### config.mk
export PLATFORM = sky130hd
export DESIGN_NAME = slave_comm_watchdog_pair
export DESIGN_NICKNAME = d
export VERILOG_FILES = /design/src/include/wdog_pkg.sv /design/src/design/wd_timer.sv /design/src/design/slave_comm_watchdog_pair.sv
export VERILOG_INCLUDE_DIRS = /design/src /design/src/include
export SDC_FILE = /design/constraint.sdc
export NUM_CORES = 1
export LEC_CHECK = 0
export ABC_AREA = 1
export ABC_CLOCK_PERIOD_IN_PS = 7690
export BUFFER_PORTS_ARGS = -buffer_cell sky130_fd_sc_hd__buf_4
export CAP_MARGIN = 20
export CORE_MARGIN = 2
export CORE_UTILIZATION = 45
export DETAILED_ROUTE_END_ITERATION = 16
export GPL_TIMING_DRIVEN = 0
export HOLD_SLACK_MARGIN = 0.03
export RECOVER_POWER = 25
export SLEW_MARGIN = 20
export SYNTH_ARGS = -nofsm -noshare
export SYNTH_HDL_FRONTEND = slang
export SYNTH_HIERARCHICAL = 1
export SYNTH_SLANG_ARGS = --single-unit
### constraint.sdc
create_clock -name CLK -period 7.69 [get_ports CLK]
set_clock_uncertainty 0.2 [all_clocks]
set_input_delay 0.3845 -clock CLK [delete_from_list [all_inputs] [get_ports CLK]]
set_output_delay 0.3845 -clock CLK [all_outputs]
set_load 0.05 [all_outputs]
### src/include/wdog_consts.svh
// constants for the slave controller watchdog pair
// How it works
// - expiry forces outputs to preset safe value
// - sync manager watchdog defaults to 100 ms
// - interface watchdog also defaults to 100 ms
// - one multiplier sets tick for both
// - own timer count per watchdog, shared multiplier
// - undownloaded settings keep their held value
// - multiplier and timers read back as in effect
// - tick is multiplier plus two 40 ns periods
// - process data exchange restarts sync watchdog
// - interface watchdog trips without local access
// - zero sync timer disables that watchdog
`ifndef WDOG_CONSTS_SVH
`define WDOG_CONSTS_SVH
`define ADDR_MULT        16'h0400
`define ADDR_APP_TIMER   16'h0410
`define ADDR_SYNC_TIMER  16'h0420
`define ADDR_STATUS      16'h0440
`define RST_MULT         16'h09C2
`define RST_TIMER        16'h03E8
`define STAT_SYNC_BIT    0
`define STAT_APP_BIT     1
`define BASE_TICK_NS     40
`define CLK_PERIOD_NS    10
`define BASE_TICK_CYC    ((`BASE_TICK_NS + `CLK_PERIOD_NS - 1) / `CLK_PERIOD_NS)
`endif

### src/include/wdog_pkg.sv
// types shared by the watchdog pair
package wdog_pkg;
  typedef struct packed {
    logic        wr;
    logic        rd;
    logic [15:0] addr;
    logic [15:0] wdata;
  } reg_req_t;
  typedef enum logic [0:0] {
    WD_RUN     = 1'b0,
    WD_EXPIRED = 1'b1
  } wd_state_t;
endpackage

### src/design/wd_timer.sv
// one watchdog counter that counts shared ticks up to the period for expiry
`timescale 1ns/1ps
module wd_timer (
  input  wire logic              clk,
  input  wire logic              rstn,
  input  wire logic              ce,
  input  wire logic              tick,
  input  wire logic              kick,
  input  wire logic [15:0]       period,
  output wdog_pkg::wd_state_t    state,
  output logic                   expire_pulse
);
  logic [15:0]         cnt_reg;
  logic [15:0]         cnt_next;
  wdog_pkg::wd_state_t st_reg;
  wdog_pkg::wd_state_t st_next;

  always_comb begin
    cnt_next     = cnt_reg;
    st_next      = st_reg;
    expire_pulse = 1'b0;
    if (period == 16'h0000) begin
      // zero timer: watchdog fully off
      cnt_next = 16'h0000;
      st_next  = wdog_pkg::WD_RUN;
    end else if (kick) begin
      cnt_next = 16'h0000;
      st_next  = wdog_pkg::WD_RUN;
    end else if (tick && st_reg == wdog_pkg::WD_RUN) begin
      if (cnt_reg + 16'h0001 >= period) begin
        st_next      = wdog_pkg::WD_EXPIRED;
        expire_pulse = ce;
      end else begin
        cnt_next = cnt_reg + 16'h0001;
      end
    end
  end

  always_ff @(posedge clk) begin
    if (!rstn) begin
      cnt_reg <= 16'h0000;
      st_reg  <= wdog_pkg::WD_RUN;
    end else if (ce) begin
      cnt_reg <= cnt_next;
      st_reg  <= st_next;
    end
  end

  assign state = st_reg;
endmodule

### src/design/slave_comm_watchdog_pair.sv
// watchdog pair with registers, shared tick and safe output forcing
`timescale 1ns/1ps
`include "wdog_consts.svh"
module slave_comm_watchdog_pair (
  input  wire logic              CLK,
  input  wire logic              RSTN,
  input  wire logic              CE,
  input  wire wdog_pkg::reg_req_t REQ,
  output logic [15:0]            RDATA,
  output logic                   RVALID,
  input  wire logic              PD_EXCHANGE,
  input  wire logic              APP_ACCESS,
  input  wire logic [7:0]        OUT_DATA,
  input  wire logic [7:0]        SAFE_VALUE,
  output logic [7:0]             OUT_PINS,
  output logic                   SYNC_EXPIRED,
  output logic                   APP_EXPIRED
);
  // ---------------------------------------------------------------
  // registers
  // ---------------------------------------------------------------
  logic [15:0] mult_reg, mult_next;
  logic [15:0] app_tmr_reg, app_tmr_next;
  logic [15:0] sync_tmr_reg, sync_tmr_next;
  logic [1:0]  sticky_reg, sticky_next;
  logic [15:0] rdata_reg, rdata_next;
  logic        rvalid_reg, rvalid_next;
  logic [7:0]  out_reg, out_next;
  logic [16:0] base_reg, base_next;
  logic [1:0]  pre_reg, pre_next;
  logic        tick;
  logic        sync_exp_p, app_exp_p;
  wdog_pkg::wd_state_t sync_st, app_st;

  always_comb begin
    mult_next     = mult_reg;
    app_tmr_next  = app_tmr_reg;
    sync_tmr_next = sync_tmr_reg;
    rdata_next    = 16'h0000;
    rvalid_next   = REQ.rd;
    // only written addresses change; others hold their value
    if (REQ.wr) begin
      unique case (REQ.addr)
        `ADDR_MULT:       mult_next     = REQ.wdata;
        `ADDR_APP_TIMER:  app_tmr_next  = REQ.wdata;
        `ADDR_SYNC_TIMER: sync_tmr_next = REQ.wdata;
        default:          mult_next     = mult_reg;
      endcase
    end
    if (REQ.rd) begin
      unique case (REQ.addr)
        `ADDR_MULT:       rdata_next = mult_reg;
        `ADDR_APP_TIMER:  rdata_next = app_tmr_reg;
        `ADDR_SYNC_TIMER: rdata_next = sync_tmr_reg;
        `ADDR_STATUS:     rdata_next = {14'h0000, sticky_reg};
        default:          rdata_next = 16'h0000;
      endcase
    end
  end

  // ---------------------------------------------------------------
  // shared tick: (mult + 2) base ticks of 40 ns
  // ---------------------------------------------------------------
  always_comb begin
    pre_next  = pre_reg;
    base_next = base_reg;
    tick      = 1'b0;
    if (pre_reg == 2'(`BASE_TICK_CYC - 1)) begin
      pre_next = 2'h0;
      // 17 bits so the largest multiplier still counts in full
      if (base_reg >= {1'b0, mult_reg} + 17'h00001) begin
        base_next = 17'h00000;
        tick      = 1'b1;
      end else begin
        base_next = base_reg + 17'h00001;
      end
    end else begin
      pre_next = pre_reg + 2'h1;
    end
  end

  wd_timer u_sync (
    .clk          (CLK),
    .rstn         (RSTN),
    .ce           (CE),
    .tick         (tick),
    .kick         (PD_EXCHANGE),
    .period       (sync_tmr_reg),
    .state        (sync_st),
    .expire_pulse (sync_exp_p)
  );

  wd_timer u_app (
    .clk          (CLK),
    .rstn         (RSTN),
    .ce           (CE),
    .tick         (tick),
    .kick         (APP_ACCESS),
    .period       (app_tmr_reg),
    .state        (app_st),
    .expire_pulse (app_exp_p)
  );

  // ---------------------------------------------------------------
  // sticky flags and safe outputs
  // ---------------------------------------------------------------
  always_comb begin
    sticky_next = sticky_reg;
    // set wins over the clearing access in the same cycle
    if (PD_EXCHANGE)
      sticky_next[`STAT_SYNC_BIT] = 1'b0;
    if (APP_ACCESS)
      sticky_next[`STAT_APP_BIT] = 1'b0;
    if (sync_exp_p)
      sticky_next[`STAT_SYNC_BIT] = 1'b1;
    if (app_exp_p)
      sticky_next[`STAT_APP_BIT] = 1'b1;
    if (sync_st == wdog_pkg::WD_EXPIRED ||
        app_st == wdog_pkg::WD_EXPIRED)
      out_next = SAFE_VALUE;
    else
      out_next = OUT_DATA;
  end

  always_ff @(posedge CLK) begin
    if (!RSTN) begin
      mult_reg     <= `RST_MULT;
      app_tmr_reg  <= `RST_TIMER;
      sync_tmr_reg <= `RST_TIMER;
      sticky_reg   <= 2'h0;
      rdata_reg    <= 16'h0000;
      rvalid_reg   <= 1'b0;
      out_reg      <= 8'h00;
      base_reg     <= 17'h00000;
      pre_reg      <= 2'h0;
    end else if (CE) begin
      mult_reg     <= mult_next;
      app_tmr_reg  <= app_tmr_next;
      sync_tmr_reg <= sync_tmr_next;
      sticky_reg   <= sticky_next;
      rdata_reg    <= rdata_next;
      rvalid_reg   <= rvalid_next;
      out_reg      <= out_next;
      base_reg     <= base_next;
      pre_reg      <= pre_next;
    end
  end

  assign RDATA        = rdata_reg;
  assign RVALID       = rvalid_reg;
  assign OUT_PINS     = out_reg;
  assign SYNC_EXPIRED = sticky_reg[`STAT_SYNC_BIT];
  assign APP_EXPIRED  = sticky_reg[`STAT_APP_BIT];

  // ---------------------------------------------------------------
  // checks
  // ---------------------------------------------------------------
  safe_force_a: assert property (@(posedge CLK) disable iff (!RSTN)
    CE && sync_st == wdog_pkg::WD_EXPIRED |=> OUT_PINS == $past(SAFE_VALUE))
    else $error("outputs not forced safe");
  zero_off_a: assert property (@(posedge CLK) disable iff (!RSTN)
    CE && sync_tmr_reg == 16'h0000
    |-> !sync_exp_p ##1 sync_st == wdog_pkg::WD_RUN)
    else $error("zero timer did not disable");
  kick_run_a: assert property (@(posedge CLK) disable iff (!RSTN)
    CE && PD_EXCHANGE |=> sync_st == wdog_pkg::WD_RUN)
    else $error("exchange did not restart");
  app_kick_a: assert property (@(posedge CLK) disable iff (!RSTN)
    CE && APP_ACCESS |=> app_st == wdog_pkg::WD_RUN)
    else $error("access did not restart");
  sticky_set_a: assert property (@(posedge CLK) disable iff (!RSTN)
    sync_exp_p |=> SYNC_EXPIRED)
    else $error("sticky flag not set");
  write_hold_a: assert property (@(posedge CLK) disable iff (!RSTN)
    CE && !(REQ.wr && REQ.addr == `ADDR_MULT) |=> $stable(mult_reg))
    else $error("multiplier changed without write");
  readback_a: assert property (@(posedge CLK) disable iff (!RSTN)
    CE && REQ.rd && REQ.addr == `ADDR_SYNC_TIMER
    |=> RVALID && RDATA == $past(sync_tmr_reg))
    else $error("timer readback wrong");
  tick_space_a: assert property (@(posedge CLK) disable iff (!RSTN)
    CE && tick |=> !tick [*3])
    else $error("ticks too close");

  // ---------------------------------------------------------------
  // checks on flags, outputs and registers
  // ---------------------------------------------------------------
  app_safe_a: assert property (@(posedge CLK) disable iff (!RSTN)
    CE && app_st == wdog_pkg::WD_EXPIRED |=> OUT_PINS == $past(SAFE_VALUE))
    else $error("interface expiry not forced safe");
  pass_through_a: assert property (@(posedge CLK) disable iff (!RSTN)
    CE && sync_st == wdog_pkg::WD_RUN && app_st == wdog_pkg::WD_RUN
    |=> OUT_PINS == $past(OUT_DATA))
    else $error("normal output data not passed");
  app_sticky_a: assert property (@(posedge CLK) disable iff (!RSTN)
    app_exp_p |=> APP_EXPIRED)
    else $error("interface sticky flag not set");
  sync_clear_a: assert property (@(posedge CLK) disable iff (!RSTN)
    CE && PD_EXCHANGE |=> !SYNC_EXPIRED)
    else $error("exchange did not clear flag");
  app_clear_a: assert property (@(posedge CLK) disable iff (!RSTN)
    CE && APP_ACCESS |=> !APP_EXPIRED)
    else $error("access did not clear flag");
  sync_keep_a: assert property (@(posedge CLK) disable iff (!RSTN)
    CE && !PD_EXCHANGE && SYNC_EXPIRED |=> SYNC_EXPIRED)
    else $error("sync flag dropped without exchange");
  app_keep_a: assert property (@(posedge CLK) disable iff (!RSTN)
    CE && !APP_ACCESS && APP_EXPIRED |=> APP_EXPIRED)
    else $error("interface flag dropped without access");
  expire_tick_a: assert property (@(posedge CLK) disable iff (!RSTN)
    sync_exp_p || app_exp_p |-> tick)
    else $error("expiry off the tick");
  mult_write_a: assert property (@(posedge CLK) disable iff (!RSTN)
    CE && REQ.wr && REQ.addr == `ADDR_MULT |=> mult_reg == $past(REQ.wdata))
    else $error("multiplier write lost");
  app_hold_a: assert property (@(posedge CLK) disable iff (!RSTN)
    CE && !(REQ.wr && REQ.addr == `ADDR_APP_TIMER) |=> $stable(app_tmr_reg))
    else $error("interface timer changed without write");
  sync_hold_a: assert property (@(posedge CLK) disable iff (!RSTN)
    CE && !(REQ.wr && REQ.addr == `ADDR_SYNC_TIMER)
    |=> $stable(sync_tmr_reg))
    else $error("sync timer changed without write");
  mult_read_a: assert property (@(posedge CLK) disable iff (!RSTN)
    CE && REQ.rd && REQ.addr == `ADDR_MULT
    |=> RVALID && RDATA == $past(mult_reg))
    else $error("multiplier readback wrong");
  app_read_a: assert property (@(posedge CLK) disable iff (!RSTN)
    CE && REQ.rd && REQ.addr == `ADDR_APP_TIMER
    |=> RVALID && RDATA == $past(app_tmr_reg))
    else $error("interface timer readback wrong");
  rdata_idle_a: assert property (@(posedge CLK) disable iff (!RSTN)
    CE && !REQ.rd |=> !RVALID && RDATA == 16'h0000)
    else $error("read data shown without read");
endmodule

### Word level (Yosys, flattened, before mapping)

Cells that the tools add are included.

* add/subtract/negate cells: 5
* $lt $le $gt $ge: 3
* equal/unequal tests: 7
* multiplexer cells: 35
* bitwise gates (word level): 2
* reductions and logical operators: 21

Operator list (count)
* 2-to-1 mux 16 bit: 9
* equality test 16 x 11 -> 1 bit, second input constant: 4
* case mux 16 bit (4 select lines): 1
* adder 16 x 1 -> 16 bit, second input constant: 2
* greater-or-equal comparator 16 bit: 2
* logical NOT 16 bit: 2
* 2-to-1 mux 1 bit: 22
* AND reduction 3 bit: 7
* adder 16 x 1 -> 17 bit, second input constant: 1
* adder 17 x 1 -> 17 bit, second input constant: 1
* greater-or-equal comparator 17 bit: 1
* 2-to-1 mux 17 bit: 1
* nonzero test 3 bit: 4
* 2-to-1 mux 8 bit: 1
* != test 3 x 2 -> 1 bit, second input constant: 2
* AND reduction 2 bit: 3
* nonzero test 2 bit: 2
* adder 2 x 1 -> 2 bit, second input constant: 1
* equality test 2 bit, second input constant: 1
* logical AND 1 bit: 2
* 2-to-1 mux 2 bit: 1
* NOT 1 bit: 2
* logical OR 1 bit: 1

* flip-flop bits (word level): 128
* output and inout bits: 27
* logic and storage cells: 87

### Longest topological paths before layout

* word-level depth: 10
* depth in mapped cells: 27
* mapped depth without buffers: 26

### Modules after synthesis

Netlist, hierarchy kept.

Modules (own cells, without submodules)
* slave_comm_watchdog_pair: times used 1, cells an instance 691, area an instance 4951.0 um^2, seq. area each 1881.8 um^2
* wd_timer: times used 2, cells an instance 272, area an instance 1704.1 um^2, seq. area each 340.3 um^2

### Worst setup path after synthesis

OpenSTA, ideal clock, no wires.

* path type: register -> register
* start: register mult_reg[0]
* end: register u_app.cnt_reg[2]
* setup time: 0.114 ns
* arrival: 2.828 ns
* data required time: 7.376 ns
* path slack: 4.548 ns
* cell stages (with the launch flop): 28
* path buffers: 1
* clock period less this slack: 3.142 ns
* cells stage by stage: dfxtp_1 -> ha_1 -> nand3_1 -> nor2_1 -> nand2_1 -> nor2_2 -> nand2_1 -> nor2_1 -> nand2_1 -> nand2_1 -> o21ai_1 -> ha_1 -> nand2_1 -> nor2_1 -> nand2_1 -> nor2_1 -> nor2_1 -> nand2_1 -> inv_1 -> nor2_1 -> nand3b_1 -> inv_1 -> nand3_4 -> nand2_4 -> buf_6 -> nand2_1 -> nand2_1 -> nor2_2

* longest elaborated chain between the ends: 7

RTL lines
* start: declaration: line slave_comm_watchdog_pair.sv:22 `logic [15:0] mult_reg, mult_next;`
* start signal: assignment: line slave_comm_watchdog_pair.sv:127 `` mult_reg <= `RST_MULT; ``
* start signal: assignment: line slave_comm_watchdog_pair.sv:137 `mult_reg <= mult_next;`
* adder 16 x 1 -> 17 bit: line slave_comm_watchdog_pair.sv:71 `if (base_reg >= {1'b0, mult_reg} + 17'h00001) begin`
* greater-or-equal comparator 17 bit: line slave_comm_watchdog_pair.sv:71
* 2-to-1 mux 1 bit: line slave_comm_watchdog_pair.sv:71
* 2-to-1 mux 1 bit: line slave_comm_watchdog_pair.sv:68 `` if (pre_reg == 2'(`BASE_TICK_CYC - 1)) begin ``
* via tick: line slave_comm_watchdog_pair.sv:31 `logic tick;`
* logical AND 1 bit: line wd_timer.sv:29 `end else if (tick && st_reg == wdog_pkg::WD_RUN) begin`
* nonzero test 3 bit (no line)
* AND reduction 3 bit (no line)
* end signal: assignment: line wd_timer.sv:44 `cnt_reg <= cnt_next;`
* end: declaration: line wd_timer.sv:13 `logic [15:0] cnt_reg;`

The timed path passes the listed nets, and every way through them passes these cells.
A chain may end at the register's enable or synchronous reset.

### Worst setup path in the final report

* start: register mult_reg[0]
* end: register u_sync.cnt_reg[2]

* longest elaborated chain between the ends: 7

RTL lines (line)
* adder 16 x 1 -> 17 bit: slave_comm_watchdog_pair.sv:71
* greater-or-equal comparator 17 bit: slave_comm_watchdog_pair.sv:71
* 2-to-1 mux 1 bit: slave_comm_watchdog_pair.sv:71
* 2-to-1 mux 1 bit: slave_comm_watchdog_pair.sv:68
* via tick: slave_comm_watchdog_pair.sv:31
* logical AND 1 bit: wd_timer.sv:29
* nonzero test 3 bit (no line)
* AND reduction 3 bit (no line)
* end signal: assignment: wd_timer.sv:44
* end: declaration: wd_timer.sv:13

The timed path passes the listed nets, and every way through them passes these cells.

==> results.cfg <==
[worst_setup_path]
critPathCaptureType = register
crit_arrival_ns = 4.09
required_ns = 7.80
crit_type = register to register
critPathMaxFanout = 10
startpoint_type = register

[yosys]
synth-main-ff-cell = dfxtp_1
netlist.area_leader.share_pct = 30.7
ys_types = 44
yosysSeqAreaShare_pct = 30.7
async_reset_ff_share_pct = 0
synth_edf_count = 0
synth.net_count = 1344
syn_area_um2 = 8360
synthesis.instances = 1235
synth_area_leader_cell = dfxtp_1
synth-warning-count = 6
ys_top_cells_by_area = dfxtp_1 (31%), nand2_1 (14%), ha_1 (8.1%)
synth-seq-cells = 128
synth.avg_cell_area_um2 = 6.77

[layout]
area_growth_pct = 17.1
final_util_pct = 54.1
fin_cells = 1574
largest_reg_flops = 17
antenna_cells = 0
nNetsFinal = 1443
drive_gt1_share_pct = 14.4

[floorplan]
dieArea_um2 = 19700
rows = 49
start_util_pct = 46.2
core_um2 = 18100
die_y_um = 140
fp.dieW_um = 140
io_pins = 82

[clock_network]
cts_resized = 0
clk_pin_slew_ns = 0.06
root_buffer = clkbuf_16
cts_buffers = 17
clockBufferDepth = 2
htree_levels = 4
cts.sinks = 128
cts_tree = built
clk_latency_ns = 0.42
cts_setup_buffers = 0
hold_buffers = 0

[pwr]
p_per_area_nw_per_um2 = 174
power.internal_w = 0.00129
power_frac_seq_pct = 40.5
finalPower_w = 0.00170
switching_power_w = 0.000419
p_clk_share_pct = 49.6
switching_share_pct = 24.6
peakVddDrop_uv = 149
pwr-share-comb_pct = 9.9
p_leak_nw = 4.66

[flow_run]
drv_cap = 0

[grt]
grt_pass1_wl_um = 38600
grt_max_degree = 17
antenna_found_initial = 0
first_global_vias = 7401
grt_remaining_overflow = 0
grt_usage_pct = 24.6

[timing]
setup_viol = 0
fin_setup_tns_ns = 0
maxSlewHeadroom_pct = 53.6
rsz0062_at_grt = no
worst_slew_pin_slew_ns = 0.693
max_freq_mhz = 252
post-route-period-util_pct = 51.7
slew_violations = 0
fin_crit_ns = 3.97
hold_violations = 0

[routing]
num_vias = 8045
vias_per_cell = 5.11
drt-wirelength-per-cell_um = 14.9
met3_length_um = 1010
ant_nets = 0
m1WireLength_um = 11400
drc_errors = 0
drtPass1Iterations = 5
drtIter0Drc = 395
wl_met2_um = 10800
routed_wl_um = 23500
top_layer = met4

[min_path]
hp-class = input pin to register

[placed_design]
gp_congestion = 0.888
place_hpwl_um = 18700
place_inst = 1544
portBuffers = 80

[run_status]
status = finished, final reports clean
==> per-layer routing <==
metal | vias to the layer above | track usage (%)
li1 | 4178 | -
met1 | 3656 | 34.0
met2 | 188 | 39.9
met3 | 23 | 4.44
met4 | 0 | 5.69
met5 | - | 0
==> worst max-delay path: stages, from the launching register on <==
cell and delay, ns:
dfxtp_1 0.42, ha_1 0.21, nand3_1 0.11, nor2_1 0.17, nand2_1 0.11, nor2_2 0.13, nand2_1 0.08, nor2_1 0.14
nand4_1 0.12, ha_1 0.31, nand2_1 0.07, nor2_1 0.16, nand2_1 0.10, nor2_1 0.12, nor2_1 0.05, nand2_1 0.08
inv_1 0.08, nor2_1 0.32, nand3b_1 0.13, inv_1 0.14, nand3_4 0.17, nand2_4 0.13, buf_6 0.14, nand2_1 0.05
nand2_1 0.07, nor2_2 0.03
==> power by group through the flow <==
stage | clock [W] | combinational, W | sequential [W]
after floorplan | 0 | 0.0000981 | 0.000713
after global placement | 0 | 0.000169 | 0.000705
after detailed placement | 0 | 0.000170 | 0.000705
after CTS | 0.000864 | 0.000170 | 0.000690
after global routing | 0.000891 | 0.000189 | 0.000692
final | 0.000846 | 0.000168 | 0.000691
==> through the flow <==
step	hold WS, ns	cell area (um^2)	setup slack (ns)
after floorplan	0.246	8360	4.55
after global placement	0.254	9250	3.73
after detailed placement	0.258	9250	3.71
after CTS	0.0356	9850	3.70
after global routing	0.0475	9790	3.27
final	0.0438	9790	3.72
==> cells in the final DEF (no fill, tap or decap), types with 2 or more instances in the layout <==
cell type and instances:
clkbuf_1 34, xnor2_1 6, bufinv_16 4, clkbuf_16 17, nor2_2 16, inv_2 3
a21oi_2 3, nand3_4 4, nor3_2 8, buf_2 13, dfxtp_1 128, nand2_2 13
buf_6 9, clkinv_4 2, xnor2_2 2, o21ai_0 10, o21ai_1 13, nor2_1 136
xor2_1 29, inv_4 2, nand2_4 5, clkinv_2 5, ha_1 54, nor3_1 8
nand4_2 2, a21oi_1 85, nand2_1 315, a21boi_1 2, a21boi_0 2, o21a_1 2
nor2_4 6, nand3_2 5, o211ai_1 25, nand4_1 21, nand3b_1 5, inv_1 152
nand3_1 118, buf_4 70
==> final timing paths <==
path         slack (ns)  depth (start not counted)         from                 to
max                3.72                         25  mult_reg[0]  u_sync/cnt_reg[2]
max reg2reg        3.72                         25  mult_reg[0]  u_sync/cnt_reg[2]
min                0.04                          4  PD_EXCHANGE      sticky_reg[0]
min reg2reg        0.26                          2       RVALID             RVALID
==> kinds of logic (layout without fill, tap and decap cells) <==
| group | Yosys count | count (layout) | synth area share, % |
|---|---|---|---|
| fa+ha+maj | 54 | 54 | 8.08 |
| simple gates | 664 | 664 | 36.5 |
| mux | 1 | 1 | 0.120 |
| xor+xnor | 37 | 37 | 4.06 |
| flops | 128 | 128 | 30.7 |
| compound gates | 147 | 147 | 10.0 |
| buf+inv | 204 | 314 | 10.6 |
==> synth_stat cells, drive strengths merged, types with 17 or more instances <==
cell    count
nand3     127
nand2     333
a21oi      88
xor2       29
nor3       17
inv       157
dfxtp     128
nand4      23
o21ai      23
nor2      158
buf        31
ha         54
o211ai     25
==> area by class of cell <==
type                    instances  area (um^2)
inverters                     159          603
multi-input cells             903         4910
fillers                      1901         8300
clock buffers                  19          443
flip-flops and latches        128         2560
clock inverters                11          165
plain buffers                  45          268
repair buffers                 80          548
well taps                     229          287
Note: power is estimated with default switching activity, not from simulation.
